[src/hw/sysref_cal_pkg.sv]
// Purpose: shared constants and types for the sysref timing calibration control
// Assumes: byte-addressed register port, 24-bit data, ref_clk is the device clock
// Notes:   every offset, field position and reset value lives here
package sysref_cal_pkg;

    // ********************************************************
    // widths
    // ********************************************************
    localparam int ADDR_W = 12;
    localparam int DATA_W = 24;
    localparam int TAD_W  = 17;
    localparam int CODE_W = 2;
    localparam int CNT_W  = 32;

    // ********************************************************
    // register offsets
    // ********************************************************
    localparam logic [ADDR_W-1:0] ADDR_NOISE = 12'h2a2;
    localparam logic [ADDR_W-1:0] ADDR_EN    = 12'h2b0;
    localparam logic [ADDR_W-1:0] ADDR_CFG   = 12'h2b1;
    localparam logic [ADDR_W-1:0] ADDR_STAT  = 12'h2b2;
    localparam logic [ADDR_W-1:0] ADDR_TAD   = 12'h2b5;

    // ********************************************************
    // reset values
    // ********************************************************
    localparam logic [7:0]       RST_NOISE = 8'h00;
    localparam logic [7:0]       RST_EN    = 8'h00;
    localparam logic [7:0]       RST_CFG   = 8'h05;
    localparam logic [TAD_W-1:0] RST_TAD   = 17'h00000;

    // ********************************************************
    // field positions
    // ********************************************************
    localparam int EN_BIT      = 0;
    localparam int AVG_LSB     = 2;
    localparam int DUR_LSB     = 0;
    localparam int DIG_NS_BIT  = 5;
    localparam int CLK_NS_BIT  = 4;
    localparam int DONE_BIT    = 17;
    localparam int STAT_PAD_W  = DATA_W - TAD_W - 1;
    localparam int BYTE_PAD_W  = DATA_W - 8;

    // ********************************************************
    // calibration time bound: unit * 4^(avg + dur + 2)
    // ********************************************************
    localparam int CAL_UNIT_CYCLES = 384 * 19;
    localparam logic [4:0] EXP_OFFSET = 5'h02;

    typedef enum logic [1:0] {CAL_IDLE, CAL_RUN, CAL_DONE} cal_state_t;

endpackage : sysref_cal_pkg

[src/hw/cal_ctrl_if.sv]
// Purpose: carrier between the register front and the calibration sequencer
// Assumes: single ref_clk domain
// Notes:   start is a one-cycle pulse, the rest are levels
`timescale 1ns/1ps
interface cal_ctrl_if;
    logic                                enable;
    logic                                start;
    logic [sysref_cal_pkg::CODE_W-1:0]   avgCode;
    logic [sysref_cal_pkg::CODE_W-1:0]   durCode;
    logic                                done;
    logic [sysref_cal_pkg::TAD_W-1:0]    result;

    modport ctrl (output enable, start, avgCode, durCode, input done, result);
    modport seq  (input enable, start, avgCode, durCode, output done, result);
endinterface : cal_ctrl_if

[src/hw/cal_sequencer.sv]
// Purpose: runs one calibration pass and holds its delay result
// Assumes: measurement datapath lives outside and reports on measDone
// Notes:   pass is forced to end at the worst-case time bound
`timescale 1ns/1ps
module cal_sequencer #(
    parameter int CalUnit = sysref_cal_pkg::CAL_UNIT_CYCLES
) (
    input  wire logic                             ref_clk,
    input  wire logic                             srst,
    cal_ctrl_if.seq                               ctl,
    input  wire logic                             measDone,
    input  wire logic [sysref_cal_pkg::TAD_W-1:0] measDelay
);
    sysref_cal_pkg::cal_state_t           state_q;
    logic [sysref_cal_pkg::CNT_W-1:0]     cnt_q;
    logic [sysref_cal_pkg::CNT_W-1:0]     bound;
    logic [4:0]                           shiftAmt;
    logic [sysref_cal_pkg::TAD_W-1:0]     result_q;

    // ********************************************************
    // time bound from the two codes
    // ********************************************************
    // each step of 4 is two bit positions
    assign shiftAmt = ({3'h0, ctl.avgCode} + {3'h0, ctl.durCode} + sysref_cal_pkg::EXP_OFFSET) << 1;
    assign bound    = sysref_cal_pkg::CNT_W'(CalUnit) << shiftAmt;

    // ********************************************************
    // pass state
    // ********************************************************
    // clearing enable aborts at once, a pending pass never outlives it
    always_ff @(posedge ref_clk)
    begin
        if (srst || !ctl.enable)
            state_q <= sysref_cal_pkg::CAL_IDLE;
        else if (ctl.start)
            state_q <= sysref_cal_pkg::CAL_RUN;
        else
        begin
            case (state_q)
                sysref_cal_pkg::CAL_RUN:
                    if (measDone || cnt_q >= bound - 1'b1)
                        state_q <= sysref_cal_pkg::CAL_DONE;
                default: state_q <= state_q;
            endcase
        end
    end

    // cycle counter of the running pass
    always_ff @(posedge ref_clk)
    begin
        if (srst || ctl.start || state_q != sysref_cal_pkg::CAL_RUN)
            cnt_q <= '0;
        else
            cnt_q <= cnt_q + 1'b1;
    end

    // result captured when measDone ends a pass and held after it; a pass ended by the bound keeps the old result
    always_ff @(posedge ref_clk)
    begin
        if (srst)
            result_q <= sysref_cal_pkg::RST_TAD;
        else if (state_q == sysref_cal_pkg::CAL_RUN && measDone && !ctl.start)
            result_q <= measDelay;
    end

    assign ctl.done   = (state_q == sysref_cal_pkg::CAL_DONE);
    assign ctl.result = result_q;

    // ********************************************************
    // checks
    // ********************************************************
    run_bound_a: assert property (@(posedge ref_clk) disable iff (srst)
        state_q == sysref_cal_pkg::CAL_RUN |-> cnt_q < bound)
        else $error("calibration pass overran its time bound");

    result_hold_a: assert property (@(posedge ref_clk) disable iff (srst)
        state_q == sysref_cal_pkg::CAL_DONE |=> $stable(result_q))
        else $error("held calibration result changed after completion");

endmodule : cal_sequencer

[src/hw/delay_select.sv]
// Purpose: picks the sample-clock delay source and registers it
// Assumes: both sources are on ref_clk
// Notes:   one cycle from select or source change to output
`timescale 1ns/1ps
module delay_select (
    input  wire logic                             ref_clk,
    input  wire logic                             srst,
    input  wire logic                             useCal,
    input  wire logic [sysref_cal_pkg::TAD_W-1:0] manualDelay,
    input  wire logic [sysref_cal_pkg::TAD_W-1:0] calDelay,
    output logic      [sysref_cal_pkg::TAD_W-1:0] delayOut_q
);
    // ********************************************************
    // output register
    // ********************************************************
    // manual value is ignored entirely while calibration is on
    always_ff @(posedge ref_clk)
    begin
        if (srst)
            delayOut_q <= sysref_cal_pkg::RST_TAD;
        else if (useCal)
            delayOut_q <= calDelay;
        else
            delayOut_q <= manualDelay;
    end
endmodule : delay_select

[src/hw/sysref_timing_calibration_ctrl.sv]
// Purpose: register front and control of automatic sysref timing calibration
// Assumes: ref_clk is the device clock; register port on the same clock
// Notes:   read data appears one cycle after regRdEn
`timescale 1ns/1ps
module sysref_timing_calibration_ctrl #(
    parameter int CalUnit = sysref_cal_pkg::CAL_UNIT_CYCLES
) (
    input  wire logic                              ref_clk,
    input  wire logic                              srst,
    input  wire logic [sysref_cal_pkg::ADDR_W-1:0] regAddr,
    input  wire logic [sysref_cal_pkg::DATA_W-1:0] regWrData,
    input  wire logic                              regWrEn,
    input  wire logic                              regRdEn,
    output logic      [sysref_cal_pkg::DATA_W-1:0] regRdData_q,
    input  wire logic                              measDone,
    input  wire logic [sysref_cal_pkg::TAD_W-1:0]  measDelay,
    output logic                                   calStart_q,
    output logic      [sysref_cal_pkg::CODE_W-1:0] calAveragingCode_q,
    output logic      [sysref_cal_pkg::CODE_W-1:0] accumulationDurationCode_q,
    output logic                                   calCompleteFlag_q,
    output logic      [sysref_cal_pkg::TAD_W-1:0]  sampleDelay_q,
    output logic                                   digitalSupplyNoiseSuppress_q,
    output logic                                   clockSupplyNoiseSuppress_q
);
    logic [7:0]                           noiseSuppressCtrlReg_q;
    logic [7:0]                           sysrefCalEnableReg_q;
    logic [7:0]                           sysrefCalConfigReg_q;
    logic [sysref_cal_pkg::TAD_W-1:0]     tadReg_q;
    logic                                 wrNoise;
    logic                                 wrEn;
    logic                                 wrCfg;
    logic                                 wrTad;
    logic                                 calEnableBit;
    logic                                 startNow;
    logic [sysref_cal_pkg::DATA_W-1:0]    rdMux;
    logic [sysref_cal_pkg::DATA_W-1:0]    statusWord;

    cal_ctrl_if ctl ();

    // ********************************************************
    // write decode
    // ********************************************************
    // status register is read-only here; writes to it are dropped
    assign wrNoise = regWrEn && (regAddr == sysref_cal_pkg::ADDR_NOISE);
    assign wrEn    = regWrEn && (regAddr == sysref_cal_pkg::ADDR_EN);
    assign wrCfg   = regWrEn && (regAddr == sysref_cal_pkg::ADDR_CFG);
    assign wrTad   = regWrEn && (regAddr == sysref_cal_pkg::ADDR_TAD);

    assign calEnableBit = sysrefCalEnableReg_q[sysref_cal_pkg::EN_BIT];

    // only a write that lifts the bit from zero starts a pass
    // a repeated write of one is refused; a restart needs a zero first
    assign startNow = wrEn && regWrData[sysref_cal_pkg::EN_BIT] && !calEnableBit;

    // ********************************************************
    // registers
    // ********************************************************
    // supply noise suppression control, all bits writable
    always_ff @(posedge ref_clk)
    begin
        if (srst)
            noiseSuppressCtrlReg_q <= sysref_cal_pkg::RST_NOISE;
        else if (wrNoise)
            noiseSuppressCtrlReg_q <= regWrData[7:0];
    end

    // calibration enable, reserved bits kept as storage
    always_ff @(posedge ref_clk)
    begin
        if (srst)
            sysrefCalEnableReg_q <= sysref_cal_pkg::RST_EN;
        else if (wrEn)
            sysrefCalEnableReg_q <= regWrData[7:0];
    end

    // calibration configuration; changing it mid-pass is not guarded
    always_ff @(posedge ref_clk)
    begin
        if (srst)
            sysrefCalConfigReg_q <= sysref_cal_pkg::RST_CFG;
        else if (wrCfg)
            sysrefCalConfigReg_q <= regWrData[7:0];
    end

    // manual timing adjust
    always_ff @(posedge ref_clk)
    begin
        if (srst)
            tadReg_q <= sysref_cal_pkg::RST_TAD;
        else if (wrTad)
            tadReg_q <= regWrData[sysref_cal_pkg::TAD_W-1:0];
    end

    // ********************************************************
    // sequencer link
    // ********************************************************
    assign ctl.enable  = calEnableBit;
    assign ctl.start   = calStart_q;
    assign ctl.avgCode = calAveragingCode_q;
    assign ctl.durCode = accumulationDurationCode_q;

    // start is registered so the datapath sees it with the codes
    always_ff @(posedge ref_clk)
    begin
        if (srst)
            calStart_q <= 1'b0;
        else
            calStart_q <= startNow;
    end

    // codes exported to the measurement datapath
    // they lag the config register by one edge, so config must settle before enable
    always_ff @(posedge ref_clk)
    begin
        if (srst)
        begin
            calAveragingCode_q         <= sysref_cal_pkg::RST_CFG[sysref_cal_pkg::AVG_LSB +: sysref_cal_pkg::CODE_W];
            accumulationDurationCode_q <= sysref_cal_pkg::RST_CFG[sysref_cal_pkg::DUR_LSB +: sysref_cal_pkg::CODE_W];
        end
        else
        begin
            calAveragingCode_q         <= sysrefCalConfigReg_q[sysref_cal_pkg::AVG_LSB +: sysref_cal_pkg::CODE_W];
            accumulationDurationCode_q <= sysrefCalConfigReg_q[sysref_cal_pkg::DUR_LSB +: sysref_cal_pkg::CODE_W];
        end
    end

    cal_sequencer #(
        .CalUnit (CalUnit)
    ) u_seq (
        .ref_clk   (ref_clk),
        .srst      (srst),
        .ctl       (ctl.seq),
        .measDone  (measDone),
        .measDelay (measDelay)
    );

    // ********************************************************
    // flags and pins
    // ********************************************************
    // done reaches the flag one edge late, so the flag stays up for one cycle after enable is cleared
    always_ff @(posedge ref_clk)
    begin
        if (srst)
            calCompleteFlag_q <= 1'b0;
        else
            calCompleteFlag_q <= calEnableBit && ctl.done;
    end

    // suppression enables pass through one register on their way to the analog side
    always_ff @(posedge ref_clk)
    begin
        if (srst)
        begin
            digitalSupplyNoiseSuppress_q <= 1'b0;
            clockSupplyNoiseSuppress_q   <= 1'b0;
        end
        else
        begin
            digitalSupplyNoiseSuppress_q <= noiseSuppressCtrlReg_q[sysref_cal_pkg::DIG_NS_BIT];
            clockSupplyNoiseSuppress_q   <= noiseSuppressCtrlReg_q[sysref_cal_pkg::CLK_NS_BIT];
        end
    end

    // registered mux, so the delay pins never see a glitch on a source switch
    delay_select u_sel (
        .ref_clk     (ref_clk),
        .srst        (srst),
        .useCal      (calEnableBit),
        .manualDelay (tadReg_q),
        .calDelay    (ctl.result),
        .delayOut_q  (sampleDelay_q)
    );

    // ********************************************************
    // read path
    // ********************************************************
    // done bit taken live, so a read right after a disabling write never shows it
    assign statusWord = {{sysref_cal_pkg::STAT_PAD_W{1'b0}}, calEnableBit && ctl.done, ctl.result};

    // unmapped addresses read as zero
    always_comb
    begin
        case (regAddr)
            sysref_cal_pkg::ADDR_NOISE: rdMux = {{sysref_cal_pkg::BYTE_PAD_W{1'b0}}, noiseSuppressCtrlReg_q};
            sysref_cal_pkg::ADDR_EN:    rdMux = {{sysref_cal_pkg::BYTE_PAD_W{1'b0}}, sysrefCalEnableReg_q};
            sysref_cal_pkg::ADDR_CFG:   rdMux = {{sysref_cal_pkg::BYTE_PAD_W{1'b0}}, sysrefCalConfigReg_q};
            sysref_cal_pkg::ADDR_STAT:  rdMux = statusWord;
            sysref_cal_pkg::ADDR_TAD:   rdMux = {{(sysref_cal_pkg::DATA_W - sysref_cal_pkg::TAD_W){1'b0}}, tadReg_q};
            default:                    rdMux = '0;
        endcase
    end

    // read data is held until the next read
    always_ff @(posedge ref_clk)
    begin
        if (srst)
            regRdData_q <= '0;
        else if (regRdEn)
            regRdData_q <= rdMux;
    end

    // ********************************************************
    // checks
    // ********************************************************
    manual_path_a: assert property (@(posedge ref_clk) disable iff (srst)
        !calEnableBit |=> sampleDelay_q == $past(tadReg_q))
        else $error("manual delay not driven while calibration is off");

    auto_path_a: assert property (@(posedge ref_clk) disable iff (srst)
        calEnableBit && wrTad |=> sampleDelay_q == $past(ctl.result))
        else $error("manual register leaked through while calibration is on");

    start_edge_a: assert property (@(posedge ref_clk) disable iff (srst)
        calStart_q |-> $past(wrEn) && $past(regWrData[0]) && !$past(calEnableBit))
        else $error("calibration start without a rising enable write");

    reset_value_a: assert property (@(posedge ref_clk)
        srst |=> sysrefCalConfigReg_q == 8'h05 && sysrefCalEnableReg_q == 8'h00 && tadReg_q == 17'h00000)
        else $error("register reset value wrong");

    code_split_a: assert property (@(posedge ref_clk) disable iff (srst)
        wrCfg ##1 !wrCfg |=> calAveragingCode_q == $past(regWrData[3:2], 2)
            && accumulationDurationCode_q == $past(regWrData[1:0], 2))
        else $error("averaging or duration code taken from wrong bits");

    done_gate_a: assert property (@(posedge ref_clk) disable iff (srst)
        calCompleteFlag_q |-> $past(calEnableBit))
        else $error("complete flag seen while calibration disabled");

    status_read_a: assert property (@(posedge ref_clk) disable iff (srst)
        regRdEn && regAddr == sysref_cal_pkg::ADDR_STAT |=> regRdData_q[16:0] == $past(ctl.result)
            && regRdData_q[sysref_cal_pkg::DONE_BIT] == $past(calEnableBit && ctl.done))
        else $error("status read does not show flag and result");

    supply_bits_a: assert property (@(posedge ref_clk) disable iff (srst)
        wrNoise ##1 !wrNoise |=> digitalSupplyNoiseSuppress_q == $past(regWrData[5], 2)
            && clockSupplyNoiseSuppress_q == $past(regWrData[4], 2))
        else $error("noise suppression pins do not follow bits 5 and 4");

    held_delay_a: assert property (@(posedge ref_clk) disable iff (srst)
        calCompleteFlag_q && calEnableBit && !calStart_q ##1 calEnableBit |-> $stable(sampleDelay_q))
        else $error("calibrated delay moved while held");

    // register stores, start pulse and pin copies, one edge behind their cause
    start_pulse_a: assert property (@(posedge ref_clk) disable iff (srst)
        calStart_q |=> !calStart_q)
        else $error("start pulse lasted more than one cycle");

    restart_block_a: assert property (@(posedge ref_clk) disable iff (srst)
        wrEn && calEnableBit |=> !calStart_q)
        else $error("start raised while enable was already set");

    enable_store_a: assert property (@(posedge ref_clk) disable iff (srst)
        wrEn |=> sysrefCalEnableReg_q == $past(regWrData[7:0]))
        else $error("enable register did not store all eight bits");

    cfg_store_a: assert property (@(posedge ref_clk) disable iff (srst)
        wrCfg |=> sysrefCalConfigReg_q == $past(regWrData[7:0]))
        else $error("config register did not store the write");

    tad_store_a: assert property (@(posedge ref_clk) disable iff (srst)
        wrTad |=> tadReg_q == $past(regWrData[sysref_cal_pkg::TAD_W-1:0]))
        else $error("manual delay register did not store the write");

    noise_store_a: assert property (@(posedge ref_clk) disable iff (srst)
        wrNoise |=> noiseSuppressCtrlReg_q == $past(regWrData[7:0]))
        else $error("noise suppression register did not store the write");

    pin_follow_a: assert property (@(posedge ref_clk) disable iff (srst)
        clockSupplyNoiseSuppress_q == $past(noiseSuppressCtrlReg_q[sysref_cal_pkg::CLK_NS_BIT])
            && digitalSupplyNoiseSuppress_q == $past(noiseSuppressCtrlReg_q[sysref_cal_pkg::DIG_NS_BIT]))
        else $error("suppression pins do not follow their register bits");

    flag_drop_a: assert property (@(posedge ref_clk) disable iff (srst)
        !calEnableBit |=> !calCompleteFlag_q)
        else $error("complete flag stayed up after calibration was disabled");

    flag_rise_a: assert property (@(posedge ref_clk) disable iff (srst)
        calEnableBit && ctl.done |=> calCompleteFlag_q)
        else $error("complete flag missing after a finished pass");

    cal_source_a: assert property (@(posedge ref_clk) disable iff (srst)
        calEnableBit |=> sampleDelay_q == $past(ctl.result))
        else $error("delay output not taken from calibration while enabled");

    read_hold_a: assert property (@(posedge ref_clk) disable iff (srst)
        !regRdEn |=> $stable(regRdData_q))
        else $error("read data changed without a read");

endmodule : sysref_timing_calibration_ctrl

[config.mk]
export PLATFORM = sky130hd
export DESIGN_NAME = sysref_timing_calibration_ctrl
export DESIGN_NICKNAME = d
export VERILOG_FILES = /design/src/hw/sysref_cal_pkg.sv /design/src/hw/cal_ctrl_if.sv /design/src/hw/cal_sequencer.sv /design/src/hw/delay_select.sv /design/src/hw/sysref_timing_calibration_ctrl.sv
export SDC_FILE = /design/constraint.sdc
export NUM_CORES = 1
export LEC_CHECK = 0
export ABC_AREA = 1
export BUFFER_PORTS_ARGS = -buffer_cell sky130_fd_sc_hd__buf_2
export CAP_MARGIN = 20
export CORE_AREA = 8 8 114 116
export DETAILED_ROUTE_END_ITERATION = 10
export DIE_AREA = 0 0 122 124
export PLACE_DENSITY = 0.94
export SLEW_MARGIN = 10
export SYNTH_ARGS = -nofsm -noshare
export SYNTH_HDL_FRONTEND = slang
export SYNTH_SLANG_ARGS = --single-unit
[constraint.sdc]
create_clock -name ref_clk -period 7.45 [get_ports ref_clk]
set_clock_uncertainty 0.15 [all_clocks]
set_input_delay 1.49 -clock ref_clk [delete_from_list [all_inputs] [get_ports ref_clk]]
set_output_delay 1.49 -clock ref_clk [all_outputs]
set_load 0.02 [all_outputs]
==> results.txt, run 1 <==
----------------------------------------------------
[Critical path]
  Startpoint of the most critical register-to-register path ... accumulationDurationCode_q[0]
  Crit-path max FO ... 7
  Worst Setup End Kind ... register
  Arrival @ worst endpoint ... 4.79 ns
  Kind of critical path ... reg2reg
  Destination of the worst register-to-register timing path ... u_seq.state_q[0]
  Nature of the critical path startpoint ... register
  Register-to-register path setup slack ... 2.85 ns
  Critical path data required time ... 7.64 ns
  Depth of the most critical reg-to-reg path ... 22

[Clock network]
  Post-CTS repair timing setup buffer count ... 0
  Clock Tree Root ... sky130_fd_sc_hd__clkbuf_16
  Clock buffers created by TritonCTS ... 17
  TritonCTS clock tree ... done
  Clock latency on the worst-skew pair ... 0.42 ns
  Post-CTS Hold Buffers ... 0
  Worst-path clk slew ... 0.06 ns
  Maximum buffer depth of the clock tree ... 2
  Number of gates resized after CTS ... 0
  Maximum level of the CTS H-tree ... 4
  Clock tree sinks ... 135

[Routing]
  Residual antenna-violating net count after detailed routing ... 0
  Post-DR wirelength/cell ... 16.8 um
  Total Routed Length ... 18.8 mm
  Vias after detailed routing ... 6,504
  Detailed-route vias per instance ... 5.79
  Residual DRC count ... 0
  Initial DRC Count ... 829
  Detailed Routing Iterations Pass 1 ... 5

[Job]
  Max Cap Violations ... 0

[Timing]
  Tightest Pin Transition ... 1.06 ns
  Endpoints failing hold ... 0
  Remaining max-slew budget at the tightest pin ... 29.6%
  Period utilisation layout ... 61.7%
  Setup_tns ... 0 ns
  Final setup violation count ... 0
  Setup repair after global routing missed its margin ... false
  Number of pins with negative max-slew slack in the final report ... 0
  Final critical-path required period ... 4.60 ns
  Achievable clock frequency ... 218 MHz

[Min path]
  Cell depth of the worst min-delay path ... 1
  Worst-case hold path end point ... calStart_q
  Worst Min Path Start ... sysrefCalEnableReg_q[0]
  Tightest Hold Check Type ... reg2reg

[Pwr]
  Worst IR drop on VDD ... 0.000183 V
  Pwr/cell area ... 208 mW/mm2
  Clock share of power ... 51.7%
  Static leakage power ... 3.18 nW
  Internal power summed over all cells ... 1.21 mW
  Switching part of the total power ... 24.6%
  Seq pwr share ... 45.1%
  Gate power share ... 3.2%
  NetSw ... 0.395 mW

[Placement]
  Global placer's final weighted congestion ... 0.868
  Number of input and output port buffers inserted ... 93
  DPL Wire Length ... 12.5 mm

[Status]
  Run status ... complete, no violations

[Floorplan]
  Overall die area ... 0.0151 mm2
  Initial Utilization ... 59.7%
  Area of the core ... 0.0112 mm2
  Die width ... 122 um
  I/O pins ... 107
  Die height ... 124 um
  Number of core rows ... 39

[GRT]
  First-pass GRT wire length ... 30.1 mm
  Global routing usage summed across all routing layers ... 25.0%
  Remaining Overflow, GRT ... 0
  Via count of the first global-routing pass ... 6,266
  Maximum number of pins on one net before global-route repair ... 53
  Initial antenna violation count ... 0

[Layout]
  Leading cell type in the layout, fill and taps excluded ... sky130_fd_sc_hd__dfxtp_1
  Fin nets ... 1,064
  Fraction of layout instances using a drive strength above 1 ... 15.6%
  Area added between synthesis and finish ... 15.9%
  Fraction of the core area covered by cells at the end of the flow ... 69.2%
  Commonest non-fill, non-tap cells in the layout ... sky130_fd_sc_hd__dfxtp_1 (135), sky130_fd_sc_hd__inv_1 (126), sky130_fd_sc_hd__nand2_1 (108)
  Antenna cell count ... 0

[Synthesis]
  Area contributors post-synth ... sky130_fd_sc_hd__dfxtp_1 (41%), sky130_fd_sc_hd__inv_1 (7.1%), sky130_fd_sc_hd__ha_1 (6.9%)
  Mapped cell area ... 0.00667 mm2
  Synth cell types ... 47
  Mean instance size in the synthesized netlist ... 7.51 um2
  Count of warnings emitted by yosys ... 0
  Synth Register Bits ... 135
  Top cell type by total area after synthesis ... sky130_fd_sc_hd__dfxtp_1
  Share of synthesized area occupied by flip-flops and latches ... 40.5%
  Gate Count Post-Synth ... 888
  Share of the synthesized area in the top cell type ... 40.5%

----------------------------------------------------
## cell families (layout without fill, tap and decap cells)
logic type,after synthesis,in the layout,share of synthesized area (%)
AND/OR/NAND/NOR,324,324,22.3
other,1,6,0.0562
adder cells (fa/ha/maj),38,38,7.24
buffers and inverters,167,255,10.1
XOR/XNOR,15,15,1.97
AO/OA/AOI/OAI,208,208,17.9
flip-flops,135,135,40.5
## worst max-delay path, stage by stage, from the launching register on
cell and delay (ns):
sky130_fd_sc_hd__dfxtp_1 0.38, sky130_fd_sc_hd__ha_1 0.17, sky130_fd_sc_hd__inv_1 0.04, sky130_fd_sc_hd__fa_1 0.63, sky130_fd_sc_hd__inv_1 0.21, sky130_fd_sc_hd__ha_1 0.43
sky130_fd_sc_hd__nor3_1 0.34, sky130_fd_sc_hd__inv_1 0.14, sky130_fd_sc_hd__ha_1 0.22, sky130_fd_sc_hd__nand2_1 0.15, sky130_fd_sc_hd__nor3_1 0.11, sky130_fd_sc_hd__nand3_1 0.10
sky130_fd_sc_hd__xor2_1 0.22, sky130_fd_sc_hd__ha_1 0.29, sky130_fd_sc_hd__a21oi_1 0.17, sky130_fd_sc_hd__o21ai_0 0.11, sky130_fd_sc_hd__nand2_1 0.07, sky130_fd_sc_hd__nand3_1 0.09
sky130_fd_sc_hd__nor2_1 0.12, sky130_fd_sc_hd__nand3_1 0.09, sky130_fd_sc_hd__nand2_1 0.10, sky130_fd_sc_hd__nand2_1 0.06, sky130_fd_sc_hd__a21oi_1 0.11
## sequential cells by signal, summed over array words and instances (netlist names)
register                      flops
calStart_q                        1
clockSupplyNoiseSuppress_q        1
tadReg_q                         17
sysrefCalConfigReg_q              8
u_seq.ctl.result                 17
digitalSupplyNoiseSuppress_q      1
noiseSuppressCtrlReg_q            8
calCompleteFlag_q                 1
regRdData_q                      18
u_sel.delayOut_q                 17
calAveragingCode_q                2
sysrefCalEnableReg_q              8
u_seq.cnt_q                      32
u_seq.state_q                     2
accumulationDurationCode_q        2
## worst max-delay path by stage
stage | startpoint | to | slack (ns) | cells past startpoint
5_1_grt | accumulationDurationCode_q[0] | u_seq.state_q[0] | 2.46 | 23
4_1_cts | accumulationDurationCode_q[0] | u_seq.state_q[0] | 2.97 | 24
3_5_place_dp | accumulationDurationCode_q[0] | u_seq.state_q[0] | 3.00 | 26
6_report | accumulationDurationCode_q[0] | u_seq.state_q[0] | 2.85 | 22
3_3_place_gp | accumulationDurationCode_q[0] | u_seq.state_q[0] | 3.06 | 26
2_1_floorplan | accumulationDurationCode_q[0] | u_seq.state_q[0] | 3.46 | 24
## power by group through the flow
stage          sequential (mW)  combinational [mW]  clock [mW]
2_1_floorplan            0.744              0.0257           0
3_3_place_gp             0.741              0.0487           0
3_5_place_dp             0.741              0.0495           0
4_1_cts                  0.725              0.0505       0.829
5_1_grt                  0.725              0.0553       0.865
6_report                 0.725              0.0516       0.830
## cell usage after synthesis (all sizes together)
cell type	count
o21ai	54
o21a	4
xnor2	3
nand2	111
nor3b	5
a32o	1
a31oi	2
or3	1
nand3	26
nor2	117
o22ai	34
nand4	8
fa	1
clkbuf	25
a211oi	28
a21oi	79
dfxtp	135
or2	2
conb	1
nand3b	3
o21bai	1
clkinv	1
a32oi	1
a22o	1
and3b	1
o211ai	3
xor2	12
nor4	8
buf	12
ha	37
inv	129
nor3	42
## cell type report
cell class,count,area [um2]
multi-input cells,591,3320
clock inverters,15,159
repair buffers,93,465
inverters,130,488
flip-flops and latches,135,2700
fillers,804,3440
well taps,143,179
clock buffers,17,425
## layer usage
| layer | up-vias | share of wire, % | global-route usage, % |
|---|---|---|---|
| met5 | - | 0 | 0 |
| met2 | 340 | 50 | 44.1 |
| li1 | 3111 | - | - |
| met3 | 73 | 7.0 | 6.35 |
| met1 | 2980 | 39 | 27.7 |
| met4 | 0 | 3.8 | 12.0 |
## through the flow
stage                     hold WS (ns)  area (um2)  worst slack (ns)  power, mW  std cells
after floorplan                  0.250        6690              3.46      0.770        893
after global placement           0.264        7150              3.06      0.790       1092
after detailed placement         0.283        7150              3.00      0.791       1092
after CTS                        0.293        7740              2.97       1.61       1124
after global routing             0.321        7740              2.46       1.65       1124
final                            0.290        7740              2.85       1.61       1124
Power figures use the tool's default switching activity.
==> run 2: changes to the inputs <==
--- a/config.mk
+++ b/config.mk
@@ -8,10 +8,10 @@
 export ABC_AREA = 1
 export BUFFER_PORTS_ARGS = -buffer_cell sky130_fd_sc_hd__buf_2
 export CAP_MARGIN = 20
-export CORE_AREA = 8 8 114 116
+export CORE_AREA = 8 8 124 126
 export DETAILED_ROUTE_END_ITERATION = 10
-export DIE_AREA = 0 0 122 124
-export PLACE_DENSITY = 0.94
+export DIE_AREA = 0 0 132 134
+export PLACE_DENSITY = 0.85
 export SLEW_MARGIN = 10
 export SYNTH_ARGS = -nofsm -noshare
 export SYNTH_HDL_FRONTEND = slang
==> constraint.sdc (replaced) <==
create_clock -name ref_clk -period 4.2 [get_ports ref_clk]
set_clock_uncertainty 0.15 [all_clocks]
set_input_delay 0.84 -clock ref_clk [delete_from_list [all_inputs] [get_ports ref_clk]]
set_output_delay 0.84 -clock ref_clk [all_outputs]
set_load 0.02 [all_outputs]
==> run 2 against run 1 <==
Compared with the run above:
- global-route usage decreased by 5.4 points
- largest power group unchanged
- wire length down 0.23%
- die area increased by 17%
- worst setup slack got worse by 2.8 ns
- cell count is 5.1% higher
- critical path type unchanged
==> results.txt, run 2 (same netlist as run 1, synthesis figures left out) <==
----------------------------------------------------
[Pwr]
  Pwr/cell area ... 344 mW/mm2 (+66%)
  Worst IR drop on VDD ... 0.000351 V (+92%)
  Static leakage power ... 3.30 nW (+3.8%)

[Timing]
  Final critical-path required period ... 4.18 ns (-0.420 ns)
  Remaining max-slew budget at the tightest pin ... 31.8% (+2.2 points)
  Setup_tns ... 0 ns (unchanged)
  WHS ... 0.288 ns (-0.00240 ns)
  PnR worst setup slack ... 0.0225 ns (-2.83 ns)
  Endpoints failing hold ... 0 (unchanged)
  Tightest Pin Transition ... 1.02 ns (-0.0324 ns)
  Number of pins with negative max-slew slack in the final report ... 0 (unchanged)
  Achievable clock frequency ... 239 MHz (+10%)
  Final setup violation count ... 0 (unchanged)
  Period utilisation layout ... 99.5% (+38 points)

[Critical path]
  Crit-path max FO ... 7 (unchanged)
  Top cell by count, worst path ... sky130_fd_sc_hd__nand2_1
  Depth of the most critical reg-to-reg path ... 25 (+14%)
  Startpoint of the most critical register-to-register path ... accumulationDurationCode_q[0]
  Source of the critical timing path ... accumulationDurationCode_q[0]
  Kind of critical path ... reg2reg
  CP max stage delay ... 0.56 ns (-0.07 ns)
  Arrival @ worst endpoint ... 4.31 ns (-0.48 ns)
  Nature of the critical path startpoint ... register
  Worst path top cell family by delay ... simple AND/OR/NAND/NOR gates
  Worst Setup End Kind ... register
  Register-to-register path setup slack ... 0.02 ns (-2.83 ns)
  Cell with the largest stage delay on the worst path ... sky130_fd_sc_hd__fa_2
  Destination of the worst register-to-register timing path ... u_seq.state_q[0]
  CP bufs+invs ... 5 (+2)
  Critical path data required time ... 4.33 ns (-3.31 ns)

[Placement]
  Post-place setup slack ... -0.00435 ns (-3.00 ns)
  Number of input and output port buffers inserted ... 93 (unchanged)
  Total instance count after detailed placement ... 1,138 (+4.2%)
  DPL Wire Length ... 12.0 mm (-3.3%)
  Area of placed instances ... 0.00727 mm2 (+1.6%)
  Global placer's final weighted congestion ... 0.896 (+3.2%)

[Layout]
  Commonest non-fill, non-tap cells in the layout ... sky130_fd_sc_hd__dfxtp_1 (133), sky130_fd_sc_hd__inv_1 (122), sky130_fd_sc_hd__nand2_1 (101)
  Non-filler instance count after layout ... 1,181 (+5.1%)
  Flip-flop count of the largest register after layout ... 32 (unchanged)
  Register Area ... 0.00271 mm2 (about the same)
  Leading cell type in the layout, fill and taps excluded ... sky130_fd_sc_hd__dfxtp_1
  Fraction of layout instances using a drive strength above 1 ... 21.1% (+5.5 points)
  Largest reg by FF count ... u_seq.cnt_q
  Cell area after layout ... 0.00813 mm2 (+5.1%)
  Registers with the most flip-flops ... u_seq.cnt_q (32), regRdData_q (18)
  Area added between synthesis and finish ... 21.8%
  Multi-input logic area ... 0.00353 mm2 (+6.4%)
  Fin nets ... 1,083 (+1.8%)
  Count of filler cells inserted in the layout ... 1,143 (+42%)

[Routing]
  Detailed-route vias per instance ... 5.42 (-6.4%)
  Residual DRC count ... 0 (unchanged)
  Total Routed Length ... 18.8 mm (-0.23%)
  Vias after detailed routing ... 6,396 (-1.7%)
  Initial DRC Count ... 624 (-25%)
  Detailed Routing Iterations Pass 1 ... 8 (+3)
  Residual antenna-violating net count after detailed routing ... 0 (unchanged)
  Post-DR wirelength/cell ... 15.9 um (-5.0%)

[GRT]
  Via count of the first global-routing pass ... 6,048 (-3.5%)
  Met2 capacity usage during global routing ... 33.8% (-10 points)
  Initial antenna violation count ... 1 (+1)
  Remaining Overflow, GRT ... 0 (unchanged)
  Global routing usage summed across all routing layers ... 19.7% (-5.4 points)
  Maximum number of pins on one net before global-route repair ... 53 (unchanged)
  Met1 Track Usage GR ... 22.8% (-4.9 points)
  Gr busiest metal ... met2
  First-pass GRT wire length ... 28.6 mm (-5.0%)
  M3 GR Usage ... 4.75% (-1.6 points)

[Status]
  Run status ... complete, no violations

[Floorplan]
  Die height ... 134 um (+8.1%)
  Overall die area ... 0.0177 mm2 (+17%)
  Initial Utilization ... 49.4% (-10 points)
  Area of the core ... 0.0135 mm2 (+21%)
  Number of core rows ... 43 (+10%)
  I/O pins ... 107 (unchanged)
  Die width ... 132 um (+8.2%)

[Clock network]
  Maximum level of the CTS H-tree ... 4 (unchanged)
  Clock latency on the worst-skew pair ... 0.43 ns (about the same)
  Worst-path clk slew ... 0.06 ns (about the same)
  Clock buffers created by TritonCTS ... 17 (unchanged)
  Maximum buffer depth of the clock tree ... 2 (unchanged)
  Clock tree sinks ... 135 (unchanged)
  TritonCTS clock tree ... done
  Clock Tree Root ... sky130_fd_sc_hd__clkbuf_16

[Min path]
  Cell depth of the worst min-delay path ... 1 (unchanged)
  Worst Min Path Start ... sysrefCalEnableReg_q[0]
  Tightest Hold Check Type ... reg2reg
  Worst-case hold path end point ... calStart_q

[Job]
  Max Cap Violations ... 0 (unchanged)

----------------------------------------------------
-- run 2: repair_timing --
item | CTS | global route
setup endpoints to repair | 1 | 2
pin swaps | 0 | 29
hold buffers | 0 | 0
buffers inserted | 0 | 10
resized for setup | 1 | 54
-- run 2: worst max-delay path by stage --
stage / slack (ns) / end / depth (start not counted)
after detailed placement: -0.004 / u_seq.state_q[0] / 26
final: 0.02 / u_seq.state_q[0] / 25
after global routing: -0.09 / u_seq.state_q[0] / 24
after floorplan: 0.21 / u_seq.state_q[0] / 24
after CTS: 0.05 / u_seq.state_q[0] / 24
after global placement: 0.11 / u_seq.state_q[0] / 26
-- run 2: through the flow --
step	total power [mW]	utilization (%)
finish	2.80	60.2
global placement	1.40	53.8
CTS	2.80	58.0
detailed placement	1.40	53.8
global route	2.87	60.2
floorplan	1.37	-
-- run 2: layout make-up --
| cell class | instances | area share (%) |
|---|---|---|
| sequential | 135 | 33.3 |
| clock buffer | 20 | 5.62 |
| tap | 180 | 2.77 |
| antenna | 1 | 0.0308 |
| multi-input combinational | 591 | 43.4 |
| inverter | 130 | 6.06 |
| timing repair buffer | 112 | 7.53 |
| clock inverter | 12 | 1.29 |
-- run 2: worst register-to-register path, stage by stage (launching register included) --
cell and delay [ns]:
sky130_fd_sc_hd__dfxtp_2 0.35, sky130_fd_sc_hd__ha_4 0.14, sky130_fd_sc_hd__inv_2 0.03, sky130_fd_sc_hd__fa_2 0.56, sky130_fd_sc_hd__inv_2 0.06, sky130_fd_sc_hd__ha_4 0.25
sky130_fd_sc_hd__inv_6 0.10, sky130_fd_sc_hd__nor2_1 0.08, sky130_fd_sc_hd__nand2_1 0.09, sky130_fd_sc_hd__nand2_1 0.11, sky130_fd_sc_hd__nor2_1 0.22, sky130_fd_sc_hd__inv_1 0.09
sky130_fd_sc_hd__nor2_1 0.15, sky130_fd_sc_hd__inv_1 0.11, sky130_fd_sc_hd__nor2_1 0.18, sky130_fd_sc_hd__a32oi_1 0.17, sky130_fd_sc_hd__ha_1 0.34, sky130_fd_sc_hd__nand2_2 0.07
sky130_fd_sc_hd__nor2_4 0.10, sky130_fd_sc_hd__nand2_2 0.09, sky130_fd_sc_hd__nor4_4 0.23, sky130_fd_sc_hd__nand2_1 0.10, sky130_fd_sc_hd__nand3_1 0.08, sky130_fd_sc_hd__nand2_1 0.06
sky130_fd_sc_hd__nand2_1 0.08, sky130_fd_sc_hd__a21oi_2 0.05
-- run 2: per-layer routing --
layer | vias up | share of wire [%] | routed length [um]
met1 | 2943 | 40 | 7460
met5 | - | 0 | 0
met3 | 48 | 5.6 | 1060
met2 | 257 | 52 | 9680
li1 | 3148 | - | -
met4 | 0 | 3.1 | 582
-- run 2: where the power goes --
part / switching (mW) / total [mW] / internal, mW
Clock: 0.613 / 1.42 / 0.804
Combinational: 0.0640 / 0.0920 / 0.0280
Sequential: 0.00235 / 1.29 / 1.28
Total: 0.679 / 2.80 / 2.12
==> run 3: changes to the inputs <==
--- a/config.mk
+++ b/config.mk
@@ -6,12 +6,12 @@
 export NUM_CORES = 1
 export LEC_CHECK = 0
 export ABC_AREA = 1
-export BUFFER_PORTS_ARGS = -buffer_cell sky130_fd_sc_hd__buf_2
 export CAP_MARGIN = 20
-export CORE_AREA = 8 8 124 126
+export CORE_AREA = 8 8 118 120
 export DETAILED_ROUTE_END_ITERATION = 10
-export DIE_AREA = 0 0 132 134
-export PLACE_DENSITY = 0.85
+export DIE_AREA = 0 0 126 128
+export DONT_BUFFER_PORTS = 1
+export PLACE_DENSITY = 0.84
 export SLEW_MARGIN = 10
 export SYNTH_ARGS = -nofsm -noshare
 export SYNTH_HDL_FRONTEND = slang
==> run 3 against run 2 <==
Compared with the run above:
- clock power about the same
- sequential share of layout area grew 2.1 points
- largest cell class unchanged
- sequential power about the same
- worst setup slack better by 0.033 ns
==> results.txt, run 3 (same netlist as run 1, synthesis figures left out) <==
----------------------------------------------------
[Pwr]
  Gate power share ... 1.6% (-1.7 points)
  Switching part of the total power ... 22.6% (-1.7 points)
  Internal power summed over all cells ... 2.13 mW (+0.52%)
  Overall power after layout ... 2.75 mW (-1.7%)
  Worst IR drop on VDD ... 0.000423 V (+21%)
  Clock share of power ... 51.3% (+0.6 points)
  Pwr/cell area ... 360 mW/mm2 (+4.5%)
  Static leakage power ... 2.86 nW (-13%)
  NetSw ... 0.621 mW (-8.6%)
  Seq pwr share ... 47.1% (+1.1 points)

[Timing]
  Final setup violation count ... 0 (unchanged)
  Endpoints failing hold ... 0 (unchanged)
  Achievable clock frequency ... 241 MHz (+0.80%)
  Final critical-path required period ... 4.14 ns (-0.0332 ns)
  Remaining max-slew budget at the tightest pin ... 36.9% (+5.1 points)
  Setup repair after global routing missed its margin ... true
  Tightest Pin Transition ... 0.946 ns (-0.0774 ns)
  Period utilisation layout ... 98.7% (-0.79 points)
  PnR worst setup slack ... 0.0557 ns (+0.0332 ns)
  Number of pins with negative max-slew slack in the final report ... 0 (unchanged)

[Placement]
  DPL Wire Length ... 12.1 mm (about the same)
  Global placer's final weighted congestion ... 0.898 (+0.27%)
  Post-place setup slack ... 0.122 ns (+0.127 ns)
  Total instance count after detailed placement ... 1,017 (-11%)
  Area of placed instances ... 0.00678 mm2 (-6.7%)
  Number of input and output port buffers inserted ... 0 (-100%)

[GRT]
  Maximum number of pins on one net before global-route repair ... 53 (unchanged)
  Remaining Overflow, GRT ... 0 (unchanged)
  Global routing usage summed across all routing layers ... 21.5% (+1.8 points)
  Initial antenna violation count ... 0 (-1)
  First-pass GRT wire length ... 28.0 mm (-2.1%)
  Via count of the first global-routing pass ... 5,909 (-2.3%)

[Layout]
  Fin nets ... 992 (-8.4%)
  Registers with the most flip-flops ... u_seq.cnt_q (32), regRdData_q (18)
  Non-filler instance count after layout ... 1,059 (-10%)
  Fraction of the core area covered by cells at the end of the flow ... 62.6% (+2.4 points)
  Area added between synthesis and finish ... 14.6%
  Antenna cell count ... 0 (-1)
  Flip-flop count of the largest register after layout ... 32 (unchanged)
  Commonest non-fill, non-tap cells in the layout ... sky130_fd_sc_hd__dfxtp_1 (132), sky130_fd_sc_hd__inv_1 (123), sky130_fd_sc_hd__nand2_1 (100)
  Cell area after layout ... 0.00764 mm2 (-6.0%)
  Leading cell type in the layout, fill and taps excluded ... sky130_fd_sc_hd__dfxtp_1
  Largest reg by FF count ... u_seq.cnt_q
  Fraction of layout instances using a drive strength above 1 ... 13.0% (-8.1 points)

[Routing]
  Residual DRC count ... 0 (unchanged)
  Detailed-route vias per instance ... 5.84 (+7.9%)
  Residual antenna-violating net count after detailed routing ... 0 (unchanged)
  Detailed Routing Iterations Pass 1 ... 5 (-3)
  Total Routed Length ... 18.2 mm (-3.0%)
  Initial DRC Count ... 527 (-16%)
  Post-DR wirelength/cell ... 17.2 um (+8.2%)
  Vias after detailed routing ... 6,188 (-3.3%)

[Critical path]
  Worst Setup End Kind ... register
  Cell with the largest stage delay on the worst path ... sky130_fd_sc_hd__fa_2
  Critical path data required time ... 4.31 ns (-0.02 ns)
  Crit-path max FO ... 7 (unchanged)
  CP max stage delay ... 0.56 ns (about the same)
  Destination of the worst register-to-register timing path ... u_seq.state_q[0]
  Arrival @ worst endpoint ... 4.26 ns (-0.05 ns)
  Nature of the critical path startpoint ... register
  Depth of the most critical reg-to-reg path ... 24 (-4.0%)
  Startpoint of the most critical register-to-register path ... accumulationDurationCode_q[0]
  Kind of critical path ... reg2reg
  Register-to-register path setup slack ... 0.06 ns (+0.03 ns)
  Worst path cell trace ... ha_4, inv_2, fa_2, inv_2, ha_4, inv_6, nor2_4, a21oi_2, nand2_2, nand2_1, nor3b_4, nand2_2, nor2_4, xor2_1, ha_1, nand2_2, nor2_2, nand2_2, nor4_2, nand2_1, nand3_1, nand2_1, nand2_1, a21oi_1

[Job]
  Max Cap Violations ... 0 (unchanged)

[Floorplan]
  Die width ... 126 um (-4.5%)
  Overall die area ... 0.0161 mm2 (-8.8%)
  Initial Utilization ... 54.7% (+5.2 points)
  Area of the core ... 0.0122 mm2 (-9.6%)
  Die height ... 128 um (-4.5%)
  I/O pins ... 107 (unchanged)
  Number of core rows ... 41 (-4.7%)

[Clock network]
  Maximum buffer depth of the clock tree ... 2 (unchanged)
  Clock latency on the worst-skew pair ... 0.42 ns (about the same)
  TritonCTS clock tree ... done
  Worst-path clk slew ... 0.06 ns (about the same)
  Maximum level of the CTS H-tree ... 4 (unchanged)
  Clock Tree Root ... sky130_fd_sc_hd__clkbuf_16
  Clock buffers created by TritonCTS ... 17 (unchanged)
  Clock tree sinks ... 135 (unchanged)

[Min path]
  Cell depth of the worst min-delay path ... 2 (+1)
  Tightest Hold Check Type ... reg2reg
  Worst-case hold path end point ... clockSupplyNoiseSuppress_q
  Worst Min Path Start ... noiseSuppressCtrlReg_q[4]

[Status]
  Run status ... complete, no violations

----------------------------------------------------
-- run 3: layout make-up --
class / count / area (um2)
fill: 973 / 4560
multi-input combinational: 591 / 3530
sequential: 135 / 2710
inverter: 130 / 493
clock buffer: 19 / 443
tap: 150 / 188
timing repair buffer: 21 / 161
clock inverter: 13 / 120
-- run 3: critical path, delay by kind of cell (launching register included) --
kind,cells,cell delay (ns)
AO/OA/AOI/OAI,2,0.11
XOR/XNOR,1,0.09
adder cells (fa/ha/maj),4,1.31
buffers and inverters,3,0.15
flip-flops,1,0.37
AND/OR/NAND/NOR,14,1.82
-- run 3: what timing repair did --
item,CTS,global route
resized for setup,0,58
setup buffers,0,10
hold buffers,0,0
setup endpoints to repair,0,2
-- run 3: stage by stage --
stage / hold slack, ns / TNS, ns
2_1_floorplan: 0.250 / 0
3_3_place_gp: 0.280 / 0
3_5_place_dp: 0.286 / 0
4_1_cts: 0.298 / 0
5_1_grt: 0.320 / -0.203
6_report: 0.302 / 0
-- run 3: worst max-delay path by stage --
stage                                  end                          start  slack (ns)
after CTS                 u_seq.state_q[0]  accumulationDurationCode_q[0]        0.09
after global routing      u_seq.state_q[0]  accumulationDurationCode_q[0]       -0.13
after floorplan           u_seq.state_q[0]  accumulationDurationCode_q[0]        0.21
after global placement    u_seq.state_q[0]  accumulationDurationCode_q[0]        0.15
after detailed placement  u_seq.state_q[0]  accumulationDurationCode_q[0]        0.12
final                     u_seq.state_q[0]  accumulationDurationCode_q[0]        0.06
-- run 3: power groups by stage --
stage	clock network, mW	registers [mW]	logic (mW)
floorplan	0	1.32	0.0456
global placement	0	1.32	0.0414
detailed placement	0	1.32	0.0422
CTS	1.42	1.29	0.0427
global route	1.47	1.29	0.0480
finish	1.41	1.29	0.0436
-- run 3: metal layers --
layer	global-route usage [%]	vias up	wire [um]	part of all wire, %
li1	-	2990	-	-
met4	9.70	0	690	3.8
met2	36.4	330	8760	48
met3	7.24	64	1760	9.7
met5	0	-	0	0
met1	24.1	2804	7020	39
